**config.mk**
```make
export PLATFORM = sky130hd
export DESIGN_NAME = uhi_ctrl_end_flat
export DESIGN_NICKNAME = d
export VERILOG_FILES = /design/src/verilog/uhi_pkg.sv /design/src/verilog/uhi_bus_if.sv /design/src/verilog/uhi_ctrl_end.sv /design/src/flat_wrapper.sv
export SDC_FILE = /design/constraint.sdc
export NUM_CORES = 1
export LEC_CHECK = 0
export BUFFER_PORTS_ARGS = -buffer_cell sky130_fd_sc_hd__buf_2
export CORE_MARGIN = 2
export CORE_UTILIZATION = 60
export CTS_CLUSTER_DIAMETER = 100
export CTS_CLUSTER_SIZE = 28
export DETAILED_ROUTE_END_ITERATION = 16
export PLACE_DENSITY = 0.92
export SLEW_MARGIN = 40
export SYNTH_ARGS = -nofsm -noshare
export SYNTH_HDL_FRONTEND = slang
export SYNTH_SLANG_ARGS = --single-unit
```
**constraint.sdc**
```tcl
create_clock -name sys_clk -period 5.8 [get_ports sys_clk]
set_input_delay 0.29 -clock sys_clk [delete_from_list [all_inputs] [get_ports sys_clk]]
set_output_delay 0.29 -clock sys_clk [all_outputs]
set_load 0.05 [all_outputs]
```
**src/verilog/uhi_pkg.sv**
```systemverilog
// uhi_pkg: register offsets, field positions and timing of the irq and sof block
`default_nettype none
package uhi_pkg;
  localparam logic [7:0] ADDR_HOST_A_CTRL = 8'h00;
  localparam logic [7:0] ADDR_HOST_A_PID = 8'h03;
  localparam logic [7:0] ADDR_HOST_B_CTRL = 8'h08;
  localparam logic [7:0] ADDR_HOST_B_PID = 8'h0b;
  localparam logic [7:0] ADDR_CTRL1 = 8'h05;
  localparam logic [7:0] ADDR_IRQ_ENABLE = 8'h06;
  localparam logic [7:0] ADDR_SLAVE_ADDR = 8'h07;
  localparam logic [7:0] ADDR_IRQ_STATUS = 8'h0d;
  localparam logic [7:0] ADDR_SOF_LOW = 8'h0e;
  localparam logic [7:0] ADDR_SOF_HIGH = 8'h0f;
  localparam int BIT_DONE_A = 0;
  localparam int BIT_DONE_B = 1;
  localparam int BIT_SOF_TIMER = 4;
  localparam int BIT_INS_REM = 5;
  localparam int BIT_DET_RES = 6;
  localparam int BIT_DPLUS = 7;
  localparam int BIT_SOF_EN = 0;
  localparam int BIT_SUSPEND = 6;
  localparam int BIT_ARM = 0;
  localparam logic [7:0] ENABLE_MASK = 8'h73;
  localparam logic [7:0] CLEAR_MASK = 8'h73;
  localparam logic [7:0] RESET_BYTE = 8'h00;
  localparam logic [7:0] SOF_LOW_1MS = 8'he0;
  localparam logic [7:0] SOF_HIGH_1MS = 8'h2e;
  localparam logic [7:0] PID_SOF = 8'h50;
  localparam logic [13:0] SOF_COUNT_RESET = 14'h2ee0;
  localparam logic [10:0] FRAME_RESET = 11'h000;
  localparam logic [4:0] CRC5_INIT = 5'h1f;
  localparam logic [4:0] CRC5_POLY = 5'h05;
  typedef enum logic [4:0] {
    ST_IDLE = 5'b00001,
    ST_SET_LOW = 5'b00010,
    ST_SET_HIGH = 5'b00100,
    ST_SET_EN = 5'b01000,
    ST_ARM = 5'b10000
  } uhi_seq_t;
endpackage : uhi_pkg
`default_nettype wire

```
**src/verilog/uhi_bus_if.sv**
```systemverilog
// uhi_bus_if: cpu register port and irq line joining the two ends
`timescale 1ns/1ps
`default_nettype none
interface uhi_bus_if;
  logic wr_en;
  logic rd_en;
  logic [7:0] addr;
  logic [7:0] wr_data;
  logic [7:0] rd_data;
  logic irq_request_pin;
  modport ctrl (input wr_en, input rd_en, input addr, input wr_data,
    output rd_data, output irq_request_pin);
  modport cpu (output wr_en, output rd_en, output addr, output wr_data,
    input rd_data, input irq_request_pin);
endinterface : uhi_bus_if
`default_nettype wire

```
**src/verilog/uhi_ctrl_end.sv**
```systemverilog
// uhi_ctrl_end: controller end with irq enable/status and sof frame timing
`timescale 1ns/1ps
`default_nettype none
module uhi_ctrl_end
  import uhi_pkg::*;
(
  input wire logic sys_clk,
  input wire logic rst_n,
  uhi_bus_if.ctrl bus,
  input wire logic dplus_pin,
  input wire logic dminus_pin,
  input wire logic done_a_evt,
  input wire logic done_b_evt,
  input wire logic resume_evt,
  output logic sof_token,
  output logic [10:0] sof_frame,
  output logic [4:0] sof_crc5,
  output logic manual_sof_a,
  output logic manual_sof_b,
  output logic arm_a,
  output logic arm_b,
  output logic suspend
);
  import uhi_pkg::*;
  logic [7:0] irq_enable_mask;
  logic [7:0] irq_flags;
  logic [7:0] ctrl1;
  logic [7:0] sof_low;
  logic [7:0] sof_high;
  logic [13:0] sof_count;
  logic [10:0] frame_num;
  logic [1:0] dp_sync;
  logic [1:0] dm_sync;
  logic dp_q;
  logic bus_se0_q;
  logic present;

  // ********************************
  // decode
  // ********************************
  wire wr_enable = bus.wr_en && (bus.addr == ADDR_IRQ_ENABLE);
  wire wr_status = bus.wr_en && (bus.addr == ADDR_IRQ_STATUS);
  wire wr_ctrl1 = bus.wr_en && (bus.addr == ADDR_CTRL1);
  wire wr_low = bus.wr_en && (bus.addr == ADDR_SOF_LOW);
  wire wr_high = bus.wr_en && (bus.addr == ADDR_SOF_HIGH);
  // channel b shares channel a field meaning at offset + 8
  wire wr_hc_a = bus.wr_en && (bus.addr == ADDR_HOST_A_CTRL);
  wire wr_hc_b = bus.wr_en && (bus.addr == ADDR_HOST_B_CTRL);
  wire wr_pid_a = bus.wr_en && (bus.addr == ADDR_HOST_A_PID);
  wire wr_pid_b = bus.wr_en && (bus.addr == ADDR_HOST_B_PID);
  wire is_sof_pid = (bus.wr_data[7:4] == PID_SOF[7:4]);

  // ********************************
  // frame timing
  // ********************************
  wire [13:0] sof_reload = {sof_high[5:0], sof_low};
  wire frame_tick = (sof_count == 14'h0000);
  wire sof_armed = ctrl1[BIT_SOF_EN] && arm_a;
  wire [10:0] next_frame = frame_num + 11'h001;

  // crc5 over the 11-bit frame field, lsb first
  function automatic logic [4:0] crc5_of(input logic [10:0] data);
    logic [4:0] crc;
    logic fb;
    crc = CRC5_INIT;
    for (int i = 0; i < 11; i++) begin
      fb = data[i] ^ crc[4];
      crc = {crc[3:0], 1'b0};
      if (fb) crc = crc ^ CRC5_POLY;
    end
    return ~crc;
  endfunction : crc5_of

  // ********************************
  // line sensing
  // ********************************
  // dp_sync[0]/dm_sync[0] only feed the second stage
  wire dp_s = dp_sync[1];
  wire se0_s = !dp_sync[1] && !dm_sync[1];
  wire line_change = (se0_s != bus_se0_q);

  // ********************************
  // status assembly
  // ********************************
  wire [7:0] set_evt;
  assign set_evt[BIT_DONE_A] = done_a_evt;
  assign set_evt[BIT_DONE_B] = done_b_evt;
  assign set_evt[3:2] = 2'b00;
  assign set_evt[BIT_SOF_TIMER] = frame_tick;
  assign set_evt[BIT_INS_REM] = line_change;
  assign set_evt[BIT_DET_RES] = resume_evt && ctrl1[BIT_SUSPEND];
  assign set_evt[BIT_DPLUS] = 1'b0;
  // set beats clear in the same cycle, mask not involved
  wire [7:0] clr = wr_status ? (bus.wr_data & CLEAR_MASK) : 8'h00;
  wire [7:0] next_flags = (irq_flags & ~clr) | set_evt;

  // bit 6 is the resume flag only under suspend
  wire det_bit = ctrl1[BIT_SUSPEND] ? irq_flags[BIT_DET_RES] : !present;
  // layout of the status byte
  wire [7:0] status_view = {dp_s, det_bit, irq_flags[5:4], 2'b00,
    irq_flags[1:0]};
  // enable bit 6 follows whichever meaning bit 6 carries
  // enable bit 5 gates the insert/remove flag like any other
  wire [7:0] pending = status_view & irq_enable_mask & ENABLE_MASK;
  // level output, falls only once no enabled source remains
  wire next_irq = |pending[6:0];

  wire [7:0] next_rd = (bus.addr == ADDR_IRQ_ENABLE) ? irq_enable_mask :
    (bus.addr == ADDR_IRQ_STATUS) ? status_view :
    (bus.addr == ADDR_CTRL1) ? ctrl1 :
    (bus.addr == ADDR_SOF_HIGH) ? {2'b00, sof_count[13:8]} : 8'h00;

  always_ff @(posedge sys_clk) begin
    if (!rst_n) begin
      irq_enable_mask <= RESET_BYTE;
      irq_flags <= RESET_BYTE;
      ctrl1 <= RESET_BYTE;
      sof_low <= SOF_LOW_1MS;
      sof_high <= SOF_HIGH_1MS;
      sof_count <= SOF_COUNT_RESET;
      frame_num <= FRAME_RESET;
      dp_sync <= 2'b00;
      dm_sync <= 2'b00;
      bus_se0_q <= 1'b1;
      present <= 1'b0;
      dp_q <= 1'b0;
      arm_a <= 1'b0;
      arm_b <= 1'b0;
      bus.rd_data <= RESET_BYTE;
      bus.irq_request_pin <= 1'b0;
      sof_token <= 1'b0;
      sof_frame <= FRAME_RESET;
      sof_crc5 <= 5'h00;
      manual_sof_a <= 1'b0;
      manual_sof_b <= 1'b0;
      suspend <= 1'b0;
    end else begin
      dp_sync <= {dp_sync[0], dplus_pin};
      dm_sync <= {dm_sync[0], dminus_pin};
      bus_se0_q <= se0_s;
      dp_q <= dp_s;
      if (line_change) present <= !se0_s;
      // reserved enable bits never store
      if (wr_enable) irq_enable_mask <= bus.wr_data & ENABLE_MASK;
      if (wr_ctrl1) ctrl1 <= bus.wr_data;
      if (wr_low) sof_low <= bus.wr_data;
      if (wr_high) sof_high <= bus.wr_data;
      if (wr_hc_a) arm_a <= bus.wr_data[BIT_ARM];
      if (wr_hc_b) arm_b <= bus.wr_data[BIT_ARM];
      irq_flags <= next_flags;
      // counter runs whether or not tokens go out
      if (frame_tick) begin
        sof_count <= sof_reload;
        frame_num <= next_frame;
      end else begin
        sof_count <= sof_count - 14'h0001;
      end
      // tokens only after enable and arm, fields from hardware
      sof_token <= frame_tick && sof_armed;
      if (frame_tick) begin
        sof_frame <= frame_num;
        sof_crc5 <= crc5_of(frame_num);
      end
      // pid register write of sof sends one token by hand
      manual_sof_a <= wr_pid_a && is_sof_pid;
      manual_sof_b <= wr_pid_b && is_sof_pid;
      bus.rd_data <= next_rd;
      bus.irq_request_pin <= next_irq;
      suspend <= ctrl1[BIT_SUSPEND];
    end
  end
endmodule : uhi_ctrl_end
`default_nettype wire

```
**src/flat_wrapper.sv**
```systemverilog
// flat-port wrapper written by rule: the top's interface ports become plain ports
module uhi_ctrl_end_flat import uhi_pkg::*;
  (sys_clk, rst_n, dplus_pin, dminus_pin, done_a_evt, done_b_evt, resume_evt, sof_token, sof_frame, sof_crc5, manual_sof_a, manual_sof_b, arm_a, arm_b, suspend, bus_wr_en, bus_rd_en, bus_addr, bus_wr_data, bus_rd_data, bus_irq_request_pin);
  uhi_bus_if bus_i ();
  input wire logic sys_clk;
  input wire logic rst_n;
  input wire logic dplus_pin;
  input wire logic dminus_pin;
  input wire logic done_a_evt;
  input wire logic done_b_evt;
  input wire logic resume_evt;
  output logic sof_token;
  output logic [10:0] sof_frame;
  output logic [4:0] sof_crc5;
  output logic manual_sof_a;
  output logic manual_sof_b;
  output logic arm_a;
  output logic arm_b;
  output logic suspend;
  input wire logic [$bits(bus_i.wr_en)-1:0] bus_wr_en;
  input wire logic [$bits(bus_i.rd_en)-1:0] bus_rd_en;
  input wire logic [$bits(bus_i.addr)-1:0] bus_addr;
  input wire logic [$bits(bus_i.wr_data)-1:0] bus_wr_data;
  output wire logic [$bits(bus_i.rd_data)-1:0] bus_rd_data;
  output wire logic [$bits(bus_i.irq_request_pin)-1:0] bus_irq_request_pin;
  assign bus_i.wr_en = bus_wr_en;
  assign bus_i.rd_en = bus_rd_en;
  assign bus_i.addr = bus_addr;
  assign bus_i.wr_data = bus_wr_data;
  assign bus_rd_data = bus_i.rd_data;
  assign bus_irq_request_pin = bus_i.irq_request_pin;
  uhi_ctrl_end u_core (.sys_clk(sys_clk), .rst_n(rst_n), .bus(bus_i), .dplus_pin(dplus_pin), .dminus_pin(dminus_pin), .done_a_evt(done_a_evt), .done_b_evt(done_b_evt), .resume_evt(resume_evt), .sof_token(sof_token), .sof_frame(sof_frame), .sof_crc5(sof_crc5), .manual_sof_a(manual_sof_a), .manual_sof_b(manual_sof_b), .arm_a(arm_a), .arm_b(arm_b), .suspend(suspend));
endmodule
```
After elaboration in Yosys (flattened, before gate mapping):

Index checks and enable logic that the tools add are counted.

* add/sub/neg operators: 2
* reduce and logical (&&, ||, !) cells: 24
* bitwise logic cells: 26
* equality and inequality tests: 10
* mux-type cells: 40

Operators by type and width (count)
* 5-bit 2-to-1 mux: 22
* 8-bit by 4-bit == test with 1-bit output (second input constant): 5
* 3-bit 2-to-1 mux: 11
* 2-bit NOT: 10
* 8-bit by 3-bit == test with 1-bit output (second input constant): 2
* 8-bit 2-to-1 mux: 2
* 1-bit logical AND: 15
* 14-bit logical NOT: 1
* 14-bit 2-to-1 mux: 1
* 7-bit 2-to-1 mux: 2
* 14-bit by 1-bit subtractor with 14-bit output (second input constant): 1
* 11-bit by 1-bit adder with 11-bit output (second input constant): 1
* 1-bit bitwise XOR: 10
* 8-bit AND: 1
* 8-bit by 2-bit == test with 1-bit output (second input constant): 1
* 8-bit logical NOT: 1
* 8-bit NOT: 1
* 8-bit by 7-bit OR with 8-bit output: 1
* 7-bit AND: 1
* 6-bit 2-to-1 mux: 1
* 5-bit NOT: 1
* 5-bit OR reduction: 1
* 4-bit by 3-bit == test with 1-bit output (second input constant): 1
* 1-bit logical NOT: 4
* other kinds (5): 5

* word-level logic and storage cells: 125
* input bits: 25
* flip-flop bits (word level): 97
* output and inout port bits: 31

Depth between registers and ports, before layout:

Gate-level depths: netlist of the first run.

* depth in word-level cells: 44
* depth in mapped cells: 8
* gate-level depth less buffers: 6

Least setup slack after synthesis of the first run:

OpenSTA, ideal clock, no wires.

* path type: flip-flop to flip-flop
* start point: register u_core.sof_count[4]
* end point: register u_core.sof_crc5[4]
* required time: 5721 ps
* period minus slack after synthesis: 1843 ps
* setup time: 79 ps
* buffers on the path: 3
* setup slack: 3957 ps
* data arrival time: 1764 ps
* stages on the path, launching flop included: 8
* cell sequence: dfxtp_1 buf_2 or4_1 buf_2 nor4b_4 buf_6 nor2_1 a211oi_2

* cells in the longest elaborated chain, start to end: 1

RTL lines
* from (decl): RTL line uhi_ctrl_end.sv:30 `logic [13:0] sof_count;`
* from (signal assigned): RTL line uhi_ctrl_end.sv:153 `sof_count <= sof_reload;`
* from (signal assigned): RTL line uhi_ctrl_end.sv:156 `sof_count <= sof_count - 14'h0001;`
* 14-bit logical NOT: RTL line uhi_ctrl_end.sv:57 `wire frame_tick = (sof_count == 14'h0000);`
* to (signal assigned): RTL line uhi_ctrl_end.sv:162 `sof_crc5 <= crc5_of(frame_num);`
* to (decl): RTL line uhi_ctrl_end.sv:17 `output logic [4:0] sof_crc5,`

Every way passes these cells.
A chain may end at the register's enable or synchronous reset.

Worst setup path after layout of the first run:

* start point: register u_core.sof_count[0]
* end point: register u_core.sof_count[8]

* cells in the longest elaborated chain, start to end: 2
* elaborated cells between the ends (all ways): 3
* classes of those cells: 1 x add/sub; 1 x mux; 1 x reduce/logical

RTL lines
* 14-bit by 1-bit subtractor with 14-bit output / 14-bit logical NOT (equally long branches): RTL line uhi_ctrl_end.sv:156, uhi_ctrl_end.sv:57
* 14-bit 2-to-1 mux *: RTL line uhi_ctrl_end.sv:152 `if (frame_tick) begin`

Every way passes the cells marked *; elsewhere a longest branch is shown, timed or not.

==> results of run 1 <==
==> registers in the layout, summed over array words and instances (netlist names), 2 cells and up <==
name / cells
u_core.sof_frame: 11
u_core.irq_enable_mask: 5
u_core.sof_count: 14
u_core.sof_low: 8
u_core.sof_crc5: 5
u_core.ctrl1: 8
u_core.bus.rd_data: 8
u_core.dp_sync: 2
u_core.dm_sync: 2
u_core.frame_num: 11
u_core.sof_high: 6
u_core.irq_flags: 5
==> logic make-up (layout without fill, tap and decap cells) <==
family                   Yosys count  count (layout)
buffers and inverters             37              81
XOR/XNOR                          23              23
flip-flops                        94              94
multiplexers                      34              34
AND/OR/NAND/NOR                  166             166
adder cells (fa/ha/maj)            3               3
AO/OA/AOI/OAI                     97              97
==> layout by cell type (no fill, tap or decap), drive strengths merged, types with 10 or more instances in the layout <==
cell type / instances
dfxtp: 94
buf: 57
nor2: 47
nand2: 42
a21oi: 36
mux2i: 30
o21ai: 23
xnor2: 16
a211oi: 13
nand3: 12
nand4: 10
==> cells in the mapped netlist (2+ instances only) <==
cell / instances / area (um^2)
mux2i_1: 30 / 300
xnor2_1: 16 / 140
o41a_1: 2 / 22.5
mux2_2: 4 / 45.0
nor2b_1: 2 / 12.5
ha_1: 3 / 37.5
buf_1: 3 / 11.3
nor2_1: 47 / 176
a22oi_1: 3 / 22.5
or3_1: 9 / 56.3
o21bai_1: 4 / 30.0
a21oi_1: 36 / 180
xnor3_1: 2 / 45.0
o31ai_1: 3 / 22.5
a211oi_1: 11 / 82.6
inv_1: 7 / 26.3
buf_2: 2 / 10.0
a31oi_1: 5 / 31.3
a211oi_2: 2 / 25.0
nor4_2: 2 / 25.0
nor3_1: 8 / 40.0
nand2_1: 42 / 158
o21ai_0: 22 / 110
nand4_1: 10 / 62.6
buf_4: 2 / 15.0
nor3b_1: 4 / 30.0
nor4_1: 2 / 12.5
dfxtp_1: 94 / 1880
nand2b_1: 2 / 12.5
or4_1: 5 / 37.5
o31a_1: 2 / 17.5
clkbuf_1: 21 / 78.8
and3_1: 4 / 25.0
xor2_1: 4 / 35.0
nand3_1: 12 / 60.1
and2_1: 9 / 56.3
==> through the flow <==
| step | power [W] | utilization | area, um^2 | std cells | hold slack (ns) |
|---|---|---|---|---|---|
| floorplan | 0.000737 | - | 4120 | 454 | 0.391 |
| global placement | 0.000757 | 0.653 | 4390 | 562 | 0.420 |
| detailed placement | 0.000761 | 0.653 | 4390 | 562 | 0.433 |
| CTS | 0.00123 | 0.686 | 4610 | 578 | 0.129 |
| global route | 0.00127 | 0.686 | 4610 | 578 | 0.117 |
| finish | 0.00123 | 0.686 | 4610 | 578 | 0.121 |
==> worst max-delay path, stage by stage, from the launching register on <==
cell,delay (ns)
dfxtp_1,0.35
inv_1,0.08
ha_1,0.15
nor4b_2,0.43
nand4b_1,0.65
buf_4,0.47
a211oi_1,0.33
==> cell type report <==
cell class	instances	area, um^2
timing repair buffer	57	293
clock inverter	7	97.6
tap	80	100
inverter	8	32.5
multi-input combinational	323	2080
sequential	94	1880
clock buffer	9	124
fill	486	2110
==> layer usage <==
layer,routed length (um),vias up,GRT usage,part of all wire
li1,-,1694,-,-
met3,768,58,0.0787,0.077
met1,3830,1699,0.306,0.38
met2,4920,167,0.445,0.49
met4,466,0,0.168,0.047
met5,0,-,0,0
==> power by group through the flow <==
| stage | registers (W) | logic (W) | clock network [W] |
|---|---|---|---|
| 2_1_floorplan | 0.000681 | 0.0000563 | 0 |
| 3_3_place_gp | 0.000685 | 0.0000713 | 0 |
| 3_5_place_dp | 0.000686 | 0.0000745 | 0 |
| 4_1_cts | 0.000671 | 0.0000758 | 0.000479 |
| 5_1_grt | 0.000674 | 0.0000837 | 0.000509 |
| 6_report | 0.000672 | 0.0000775 | 0.000481 |
==> final timing paths <==
check | to | slack, ns
worst max-delay path | u_core.sof_count[8]$_SDFF_PN0_ | 3.22
worst min-delay path | u_core.dp_sync[0]$_SDFF_PN0_ | 0.12
worst max register to register | u_core.sof_count[8]$_SDFF_PN0_ | 3.22
worst min register to register | u_core.dm_sync[1]$_SDFF_PN0_ | 0.44
==> summary.md, run 1 <==
| Metric | Value |
|---|---|
| Status | finished, final reports clean |
| Start-to-end type of the worst setup path | flop to flop |
| TNS Setup | 0 ns |
| Share of post-route cells with drive strength above 1 | 0.171 |
| H-tree depth | 3 |
| Leading register cell type out of synthesis | dfxtp_1 |
| Final setup vio count | 0 |
| Relative max-transition margin | 0.497 |
| Proportion of synthesized chip area in sequential cells | 0.457 |
| Critical register-to-register path startpoint | u_core.sof_count[0]$_SDFF_PN0_ |
| Number of nets in the final layout | 521 |
| Area of the die | 7550 um^2 |
| Post-CTS resize count | 0 |
| Global route total overflow | 0 |
| Detailed Route WL | 9990 um |
| Initial cell density of the core | 0.613 |
| Number of buffers added to fix hold violations after cts | 0 |
| Final estimated routing congestion in global placement | 0.887 |
| R2r worst-path depth | 6 |
| Psw | 0.000298 W |
| Die extent in y | 86.9 um |
| Detailed-route DRC error count | 0 |
| Number of synthesized flops with an enable pin | 0 |
| Clk pwr share | 0.391 |
| Async S/R FF share, synth | 0 |
| Hold Crit Start | dplus_pin |
| RSZ-0062 raised after global routing | false |
| Aggregate global-route resource usage | 0.270 |
| Number of warnings printed during yosys synthesis | 0 |
| DRT Pass-1 Iters | 7 |
| Combinational family with the most area after synthesis | simple AND/OR/NAND/NOR gates |
| Critical Path Start | u_core.sof_count[0]$_SDFF_PN0_ |
| Fin worst setup slack | 3.22 ns |
| Flops & latches, synth | 94 |
| Number of rows in the core area | 30 |
| Min-Delay Path Class | primary input to flop |
| Critical path required time | 6.06 ns |
| Simple-gate area share of the yosys netlist | 0.208 |
| Core box area | 6720 um^2 |
| Post-Synth Adder-Cell Area | 0.00911 |
| Crit. End Element | flop |
| Instance count along the most critical hold path | 2 |
| Type of element launching the critical path | flop |
| Clock tree from TritonCTS | done |
| Pre-CTS WS | 3.31 ns |
| Setup Fix Bufs, Post-CTS | 0 |
| Area fraction in compound gates after synthesis | 0.145 |
| Number of vias after detailed routing | 3618 |
| Maximum buffer depth of the clock tree | 2 |
| Initial antenna violation count | 0 |
| Final max-slew violation count | 0 |
| Post-detailed-route count of antenna-violating nets | 0 |
| First-iteration detailed-routing DRC count | 292 |
| DP Wirelength | 6510 um |
| Pin count of the biggest net entering global routing | 56 |
| Buffers added on ports | 54 |
| Proportion of power drawn by combinational gates | 0.063 |
| Worst-margin pin slew | 0.752 ns |
| Synthesized area divided by synthesized cell count | 9.08 um^2 |
| Post-CTS clock slew at the launch and capture registers of the worst setup and hold paths | 0.10 ns |
| Leakage power figure | 1.98 nW |
| Number of global-route vias before repair | 3464 |
| Max-cap viol count | 0 |
| Post-synthesis xor/xnor area fraction | 0.0592 |
| Mapped Cells | 454 |
| Num Clock Sinks | 94 |
| Share of power burned in registers | 0.546 |
| Post-synthesis cell area | 4120 um^2 |
| Minimum clock period after layout | 2.58 ns |
| Number of library cell types mapped by synthesis | 54 |
| Root buffer selected by CTS | clkbuf_8 |
| Max Fclk | 387 MHz |
| Number of inserted diodes | 0 |
| Worst clock skew | 0.0102 ns |
| Final hold vios | 0 |
| Syn-to-layout area delta | 11.9% |
| Internal Pwr Total | 0.000932 W |
| Arrival time worst endpoint | 2.84 ns |
| Critical path peak fanout | 22 |
| Routed vias/inst | 6.26 |
| Number of top-level pins | 56 |
| Proportion of synthesized area in mux cells | 0.0838 |
| Global-route wire length before repair | 15800 um |
| P per Cell Area | 267 nW/um^2 |
| Share of the clock period used by the worst path after layout | 0.445 |
| Max rail drop VDD | 212 uV |
| CTS buffer count | 9 |
| Width of the die | 86.9 um |
| Net count after synthesis | 482 |
| Switching power as a share of total power | 0.242 |
| Clock latency at the later pin of the worst-skew pair | 0.37 ns |
| Wire length per cell | 17.3 um |
Note: power is estimated with default switching activity, not from simulation.
==> run 2: changes to the inputs <==
--- a/config.mk
+++ b/config.mk
@@ -7,11 +7,11 @@
 export LEC_CHECK = 0
 export BUFFER_PORTS_ARGS = -buffer_cell sky130_fd_sc_hd__buf_2
 export CORE_MARGIN = 2
-export CORE_UTILIZATION = 60
+export CORE_UTILIZATION = 51
 export CTS_CLUSTER_DIAMETER = 100
 export CTS_CLUSTER_SIZE = 28
 export DETAILED_ROUTE_END_ITERATION = 16
-export PLACE_DENSITY = 0.92
+export PLACE_DENSITY = 0.84
 export SLEW_MARGIN = 40
 export SYNTH_ARGS = -nofsm -noshare
 export SYNTH_HDL_FRONTEND = slang
==> constraint.sdc (replaced) <==
create_clock -name sys_clk -period 2.31 [get_ports sys_clk]
set_input_delay 0.1155 -clock sys_clk [delete_from_list [all_inputs] [get_ports sys_clk]]
set_output_delay 0.1155 -clock sys_clk [all_outputs]
set_load 0.05 [all_outputs]
==> run 2 against run 1 <==
  * Sequential power grew to 2.5 times the previous value
  * Clock skew grew 0.0037 ns
  * Register-to-register slack lost 2.9 ns
  * Largest cell class unchanged
  * Highest routed layer unchanged
==> summary.md, run 2 (synthesized netlist as in run 1, its figures left out) <==
| Metric | Value |
|---|---|
| TNS Setup | 0 ns |
| CTS buffer count | 9 |
| Instance count along the most critical hold path | 2 |
| Total power | 0.00297 W |
| Commonest non-fill, non-tap cells in the layout | dfxtp_1, buf_2, nor2_1, nand2_1, a21oi_1 |
| Min-Delay Path Class | primary input to flop |
| Final max-slew violation count | 0 |
| Largest register by flop count | u_core.sof_count |
| Endpoint of the worst-slack reg-to-reg timing path | u_core.frame_num[5]$_SDFFE_PN0P_ |
| Hold Crit Start | bus_wr_data[1] |
| Critical path peak fanout | 8 |
| Max rail drop VDD | 522 uV |
| Arrival time worst endpoint | 2.33 ns |
| Core box area | 7770 um^2 |
| Routed vias/inst | 5.78 |
| H-tree depth | 3 |
| Number of inserted diodes | 0 |
| Share of the clock period used by the worst path after layout | 0.881 |
| Final estimated routing congestion in global placement | 0.852 |
| DP Wirelength | 6420 um |
| Registers with the most flip-flops | u_core.sof_count x14, u_core.frame_num x11, u_core.sof_frame x11 |
| Aggregate global-route resource usage | 0.217 |
| Final setup vio count | 0 |
| Count of filler cells inserted in the layout | 680 |
| First-iteration detailed-routing DRC count | 211 |
| Width of the die | 93.9 um |
| Relative max-transition margin | 0.526 |
| Die extent in y | 93.9 um |
| Number of rows in the core area | 32 |
| Detailed-route DRC error count | 0 |
| Global route total overflow | 0 |
| Number of flip-flops under the largest register name | 14 |
| Initial cell density of the core | 0.531 |
| Wire length per cell | 15.1 um |
| Global-route wire length before repair | 15100 um |
| Worst-case hold slack | 0.0194 ns |
| Worst min-delay path endpoint | u_core.irq_flags[1]$_SDFF_PN0_ |
| Post-CTS resize count | 0 |
| Post-CTS clock slew at the launch and capture registers of the worst setup and hold paths | 0.09 ns |
| Type of element launching the critical path | flop |
| Clock latency at the later pin of the worst-skew pair | 0.37 ns |
| Commonest non-fill, non-tap cell in the layout | dfxtp_1 |
| Syn-to-layout area delta | 13.5% |
| Clock tree from TritonCTS | done |
| Crit path max-delay cell type | or4_1 |
| Sequence of cells on the critical path | inv_1 > ha_1 > nor4b_2 > nand3_1 > or4_1 > a21oi_1 |
| Number of vias after detailed routing | 3503 |
| Largest incremental delay on the critical path | 0.55 ns |
| Area of the die | 8820 um^2 |
| Root buffer selected by CTS | clkbuf_8 |
| Minimum clock period after layout | 2.04 ns |
| Start-to-end type of the worst setup path | flop to flop |
| P per Cell Area | 634 nW/um^2 |
| Largest delay share family, worst path | simple AND/OR/NAND/NOR gates |
| Maximum buffer depth of the clock tree | 2 |
| Max-cap viol count | 0 |
| Number of global-route vias before repair | 3265 |
| DRT Pass-1 Iters | 5 |
| Number of top-level pins | 56 |
| Num Clock Sinks | 94 |
| RSZ-0062 raised after global routing | false |
| Critical register-to-register path startpoint | u_core.sof_count[0]$_SDFF_PN0_ |
| Buffers added on ports | 54 |
| Detailed Route WL | 9150 um |
| Crit. End Element | flop |
| Slack of the worst reg-to-reg path | 0.27 ns |
| Pin count of the biggest net entering global routing | 56 |
| Post-detailed-route count of antenna-violating nets | 0 |
| Leakage power figure | 1.99 nW |
| Max Fclk | 491 MHz |
| Number of buffer and inverter stages on the critical path | 1 |
| Critical path required time | 2.61 ns |
| Status | finished, final reports clean |
| Worst-margin pin slew | 0.708 ns |
| Number of nets in the final layout | 528 |
| R2r worst-path depth | 6 |
| Final hold vios | 0 |
| Share of post-route cells with drive strength above 1 | 0.173 |
| Worst clock skew | 0.0139 ns |
| Initial antenna violation count | 0 |
run 2: cell types whose count changed in the layout (fill, tap and decap cells not counted), sizes merged:
cell / previous run / this run
buf: 57 / 60
clkinv: 3 / 1
dlygate4sd3: 0 / 4
clkbuf: 9 / 10
clkinvlp: 1 / 2
bufinv: 2 / 1
run 2: repair_timing:
item | CTS | global route
hold buffers | 4 | 0
hold endpoints to repair | 4 | 0
endpoints found under the setup margin | 0 | 0
setup buffers | 0 | 0
run 2: cell type report:
type / count / area, um^2 / area share
multi-input combinational: 323 / 2080 / 0.445
clock inverter: 5 / 58.8 / 0.0126
tap: 102 / 128 / 0.0273
clock buffer: 10 / 138 / 0.0294
timing repair buffer: 64 / 355 / 0.0760
inverter: 8 / 32.5 / 0.00696
sequential: 94 / 1880 / 0.402
run 2: worst max-delay path by stage:
stage / from / endpoint / slack, ns / depth (start not counted)
floorplan: u_core.sof_count[4]$_SDFF_PN0_ / u_core.sof_crc5[4]$_SDFFE_PN0P_ / 0.47 / 7
global placement: u_core.sof_count[4]$_SDFF_PN0_ / u_core.frame_num[0]$_SDFFE_PN0P_ / 0.35 / 5
detailed placement: u_core.sof_count[4]$_SDFF_PN0_ / u_core.sof_crc5[4]$_SDFFE_PN0P_ / 0.31 / 5
CTS: u_core.sof_count[4]$_SDFF_PN0_ / u_core.sof_crc5[4]$_SDFFE_PN0P_ / 0.29 / 5
global route: u_core.sof_count[0]$_SDFF_PN0_ / u_core.frame_num[5]$_SDFFE_PN0P_ / 0.008 / 6
finish: u_core.sof_count[0]$_SDFF_PN0_ / u_core.frame_num[5]$_SDFFE_PN0P_ / 0.27 / 6
run 2: routing by layer:
metal  up-vias  global-route usage  wire [um]
met5         -                   0          0
met4         0              0.0676         99
met3        12              0.0522        506
met2       119               0.392       4770
met1      1669               0.254       3770
li1       1703                   -          -
run 2: power breakdown:
| group | total [W] | switching, W | internal, W |
|---|---|---|---|
| sequential | 0.00169 | 0.0000389 | 0.00165 |
| combinational | 0.000197 | 0.000116 | 0.0000809 |
| clock | 0.00108 | 0.000554 | 0.000525 |
| total | 0.00297 | 0.000709 | 0.00226 |
run 2: per-stage QoR:
stage	instances	util	worst slack (ns)	area, um^2
6_report	606	0.602	0.274	4680
5_1_grt	606	0.602	0.00794	4680
2_1_floorplan	454	-	0.467	4120
4_1_cts	606	0.602	0.294	4680
3_3_place_gp	587	0.571	0.345	4440
3_5_place_dp	587	0.572	0.306	4440
==> run 3: changes to the inputs <==
--- a/config.mk
+++ b/config.mk
@@ -11,7 +11,9 @@
 export CTS_CLUSTER_DIAMETER = 100
 export CTS_CLUSTER_SIZE = 28
 export DETAILED_ROUTE_END_ITERATION = 16
+export GPL_TIMING_DRIVEN = 0
 export PLACE_DENSITY = 0.84
+export RECOVER_POWER = 25
 export SLEW_MARGIN = 40
 export SYNTH_ARGS = -nofsm -noshare
 export SYNTH_HDL_FRONTEND = slang
==> run 3 against run 2 <==
  * The run now ends with hold timing left
  * Sequential share of layout area down 0.19 points
  * Critical path depth increased by 2
  * Die area did not move
  * Clock skew shrank 0.0013 ns
  * Power decreased by 3.4%
  * Utilization up 0.29 points
  * Combinational power increased by 14%
  * Sequential power barely moved
  * Maximum frequency fell by 3.2%
  * Global-route usage up 2.6 points
  * Wire length up 14%
  * Register-to-register slack got worse by 0.07 ns
  * Critical endpoint is now u_core.sof_crc5[1]$_SDFFE_PN0P_
  * Largest power group unchanged
==> summary.md, run 3 (synthesized netlist as in run 1, its figures left out) <==
| Metric | Value |
|---|---|
| Endpoint of the worst-slack reg-to-reg timing path | u_core.sof_crc5[1]$_SDFFE_PN0P_ |
| Width of the die | 93.9 um |
| Largest register by flop count | u_core.sof_count |
| Slack of the worst reg-to-reg path | 0.21 ns |
| GR Util met3 | 0.0602 |
| Internal Pwr Total | 0.00212 W |
| Max rail drop VDD | 502 uV |
| Max Fclk | 476 MHz |
| Buffers added on ports | 51 |
| Number of nets in the final layout | 547 |
| Detailed-route DRC error count | 0 |
| Number of flip-flops under the largest register name | 14 |
| Global route hottest layer | met2 |
| Max-cap viol count | 0 |
| Registers with the most flip-flops | u_core.sof_count x14, u_core.frame_num x11, u_core.sof_frame x11 |
| Critical path peak fanout | 10 |
| Critical register-to-register path startpoint | u_core.sof_count[0]$_SDFF_PN0_ |
| GR Util met1 | 0.284 |
| Post-detailed-route count of antenna-violating nets | 0 |
| Switching power as a share of total power | 0.259 |
| Routed vias/inst | 5.96 |
| Critical path required time | 2.62 ns |
| Utilization of the core after routing | 0.605 |
| Area of the die | 8820 um^2 |
| CTS buffer count | 9 |
| Final setup vio count | 0 |
| Status | finished, violations left |
| Failing checks | hold timing |
| Initial antenna violation count | 0 |
| Die extent in y | 93.9 um |
| Instance count along the most critical hold path | 3 |
| Met2 routing resource usage after global routing | 0.426 |
| Worst-margin pin slew | 0.719 ns |
| Start-to-end type of the worst setup path | flop to flop |
| Worst min-delay path endpoint | u_core.irq_flags[0]$_SDFF_PN0_ |
| Root buffer selected by CTS | clkbuf_8 |
| Wire length per cell | 16.7 um |
| Proportion of power drawn by combinational gates | 0.078 |
| Count of filler cells inserted in the layout | 672 |
| R2r worst-path depth | 8 |
| Psw | 0.000743 W |
| Clock tree from TritonCTS | done |
| Placed instance area | 4500 um^2 |
| Aggregate global-route resource usage | 0.244 |
| Type of element launching the critical path | flop |
| Number of global-route vias before repair | 3528 |
| Share of the clock period used by the worst path after layout | 0.910 |
| Setup Fix Bufs, Post-CTS | 0 |
| Leakage power figure | 1.89 nW |
| Post-CTS clock slew at the launch and capture registers of the worst setup and hold paths | 0.09 ns |
| Syn-to-layout area delta | 14.0% |
| Global route total overflow | 0 |
| Initial cell density of the core | 0.531 |
| Arrival time worst endpoint | 2.41 ns |
| Clk pwr share | 0.334 |
| H-tree depth | 3 |
| Area of all placed cells without fillers | 4700 um^2 |
| Number of top-level pins | 56 |
| Number of vias after detailed routing | 3731 |
| Number of rows in the core area | 32 |
| P per Cell Area | 610 nW/um^2 |
| Clock latency at the later pin of the worst-skew pair | 0.38 ns |
| DP Wirelength | 7530 um |
| First-iteration detailed-routing DRC count | 337 |
| Hold Crit Start | done_a_evt |
| DRT Pass-1 Iters | 5 |
| Worst-case hold slack | -0.000373 ns |
| Final estimated routing congestion in global placement | 0.947 |
| Commonest non-fill, non-tap cell in the layout | dfxtp_1 |
| Total power | 0.00287 W |
| Relative max-transition margin | 0.521 |
| Maximum buffer depth of the clock tree | 2 |
| TNS Setup | 0 ns |
| Number of inserted diodes | 0 |
| Detailed Route WL | 10500 um |
| Final hold vios | 1 |
| Minimum clock period after layout | 2.10 ns |
| Final max-slew violation count | 0 |
| Min-Delay Path Class | primary input to flop |
| Commonest non-fill, non-tap cells in the layout | dfxtp_1, nor2_1, clkbuf_1, nand2_1, a21oi_1 |
| Core box area | 7770 um^2 |
| Crit. End Element | flop |
| Pin count of the biggest net entering global routing | 16 |
| Share of post-route cells with drive strength above 1 | 0.116 |
| Num Clock Sinks | 94 |
| Global-route wire length before repair | 16700 um |
| Worst clock skew | 0.0126 ns |
| Share of power burned in registers | 0.588 |
[run 3: layer usage]
layer	vias to the layer above	wire [um]
li1	1742	-
met1	1770	4170
met2	178	5280
met3	41	659
met4	0	348
met5	-	0
[run 3: worst max-delay path, cell delays in order (launching register included)]
cell and delay [ns]:
dfxtp_1 0.39, inv_1 0.08, ha_1 0.20, nor4b_4 0.15, nand4b_1 0.16, clkbuf_1 0.40
buf_1 0.40, nand2_1 0.11, a21oi_1 0.16
[run 3: layout make-up]
| type | count | area [um^2] | share of cell area |
|---|---|---|---|
| clock inverters | 6 | 38.8 | 0.00825 |
| clock buffers | 10 | 128 | 0.0272 |
| well taps | 102 | 128 | 0.0272 |
| repair buffers | 54 | 255 | 0.0543 |
| flip-flops and latches | 94 | 1880 | 0.400 |
| plain buffers | 29 | 129 | 0.0274 |
| inverters | 8 | 30.0 | 0.00639 |
| multi-input cells | 323 | 2110 | 0.449 |
[run 3: timing repair]
action	CTS	global route
resized for setup	0	8
endpoints found under the hold margin	3	0
endpoints found under the setup margin	0	27
hold buffers	3	0
[run 3: stage by stage]
stage          instances  setup slack (ns)
2_1_floorplan        454             0.467
3_3_place_gp         607             0.125
3_5_place_dp         607            0.0710
4_1_cts              626            0.0530
5_1_grt              626           -0.0133
6_report             626             0.208
[run 3: worst max-delay path by stage]
stage / from / depth (start not counted) / end
CTS: u_core.sof_count[0]$_SDFF_PN0_ / 8 / u_core.sof_count[7]$_SDFF_PN1_
floorplan: u_core.sof_count[4]$_SDFF_PN0_ / 7 / u_core.sof_crc5[4]$_SDFFE_PN0P_
global placement: u_core.sof_count[4]$_SDFF_PN0_ / 7 / u_core.frame_num[2]$_SDFFE_PN0P_
global route: u_core.sof_count[0]$_SDFF_PN0_ / 8 / u_core.sof_frame[2]$_SDFFE_PN0P_
detailed placement: u_core.sof_count[4]$_SDFF_PN0_ / 7 / u_core.sof_count[12]$_SDFF_PN0_
finish: u_core.sof_count[0]$_SDFF_PN0_ / 8 / u_core.sof_crc5[1]$_SDFFE_PN0P_
[run 3: power by group through the flow]
stage | sequential, W | clock (W) | combinational [W]
2_1_floorplan | 0.00171 | 0 | 0.000141
3_3_place_gp | 0.00171 | 0 | 0.000204
3_5_place_dp | 0.00172 | 0 | 0.000213
4_1_cts | 0.00168 | 0.000958 | 0.000218
5_1_grt | 0.00169 | 0.00103 | 0.000244
6_report | 0.00168 | 0.000957 | 0.000225
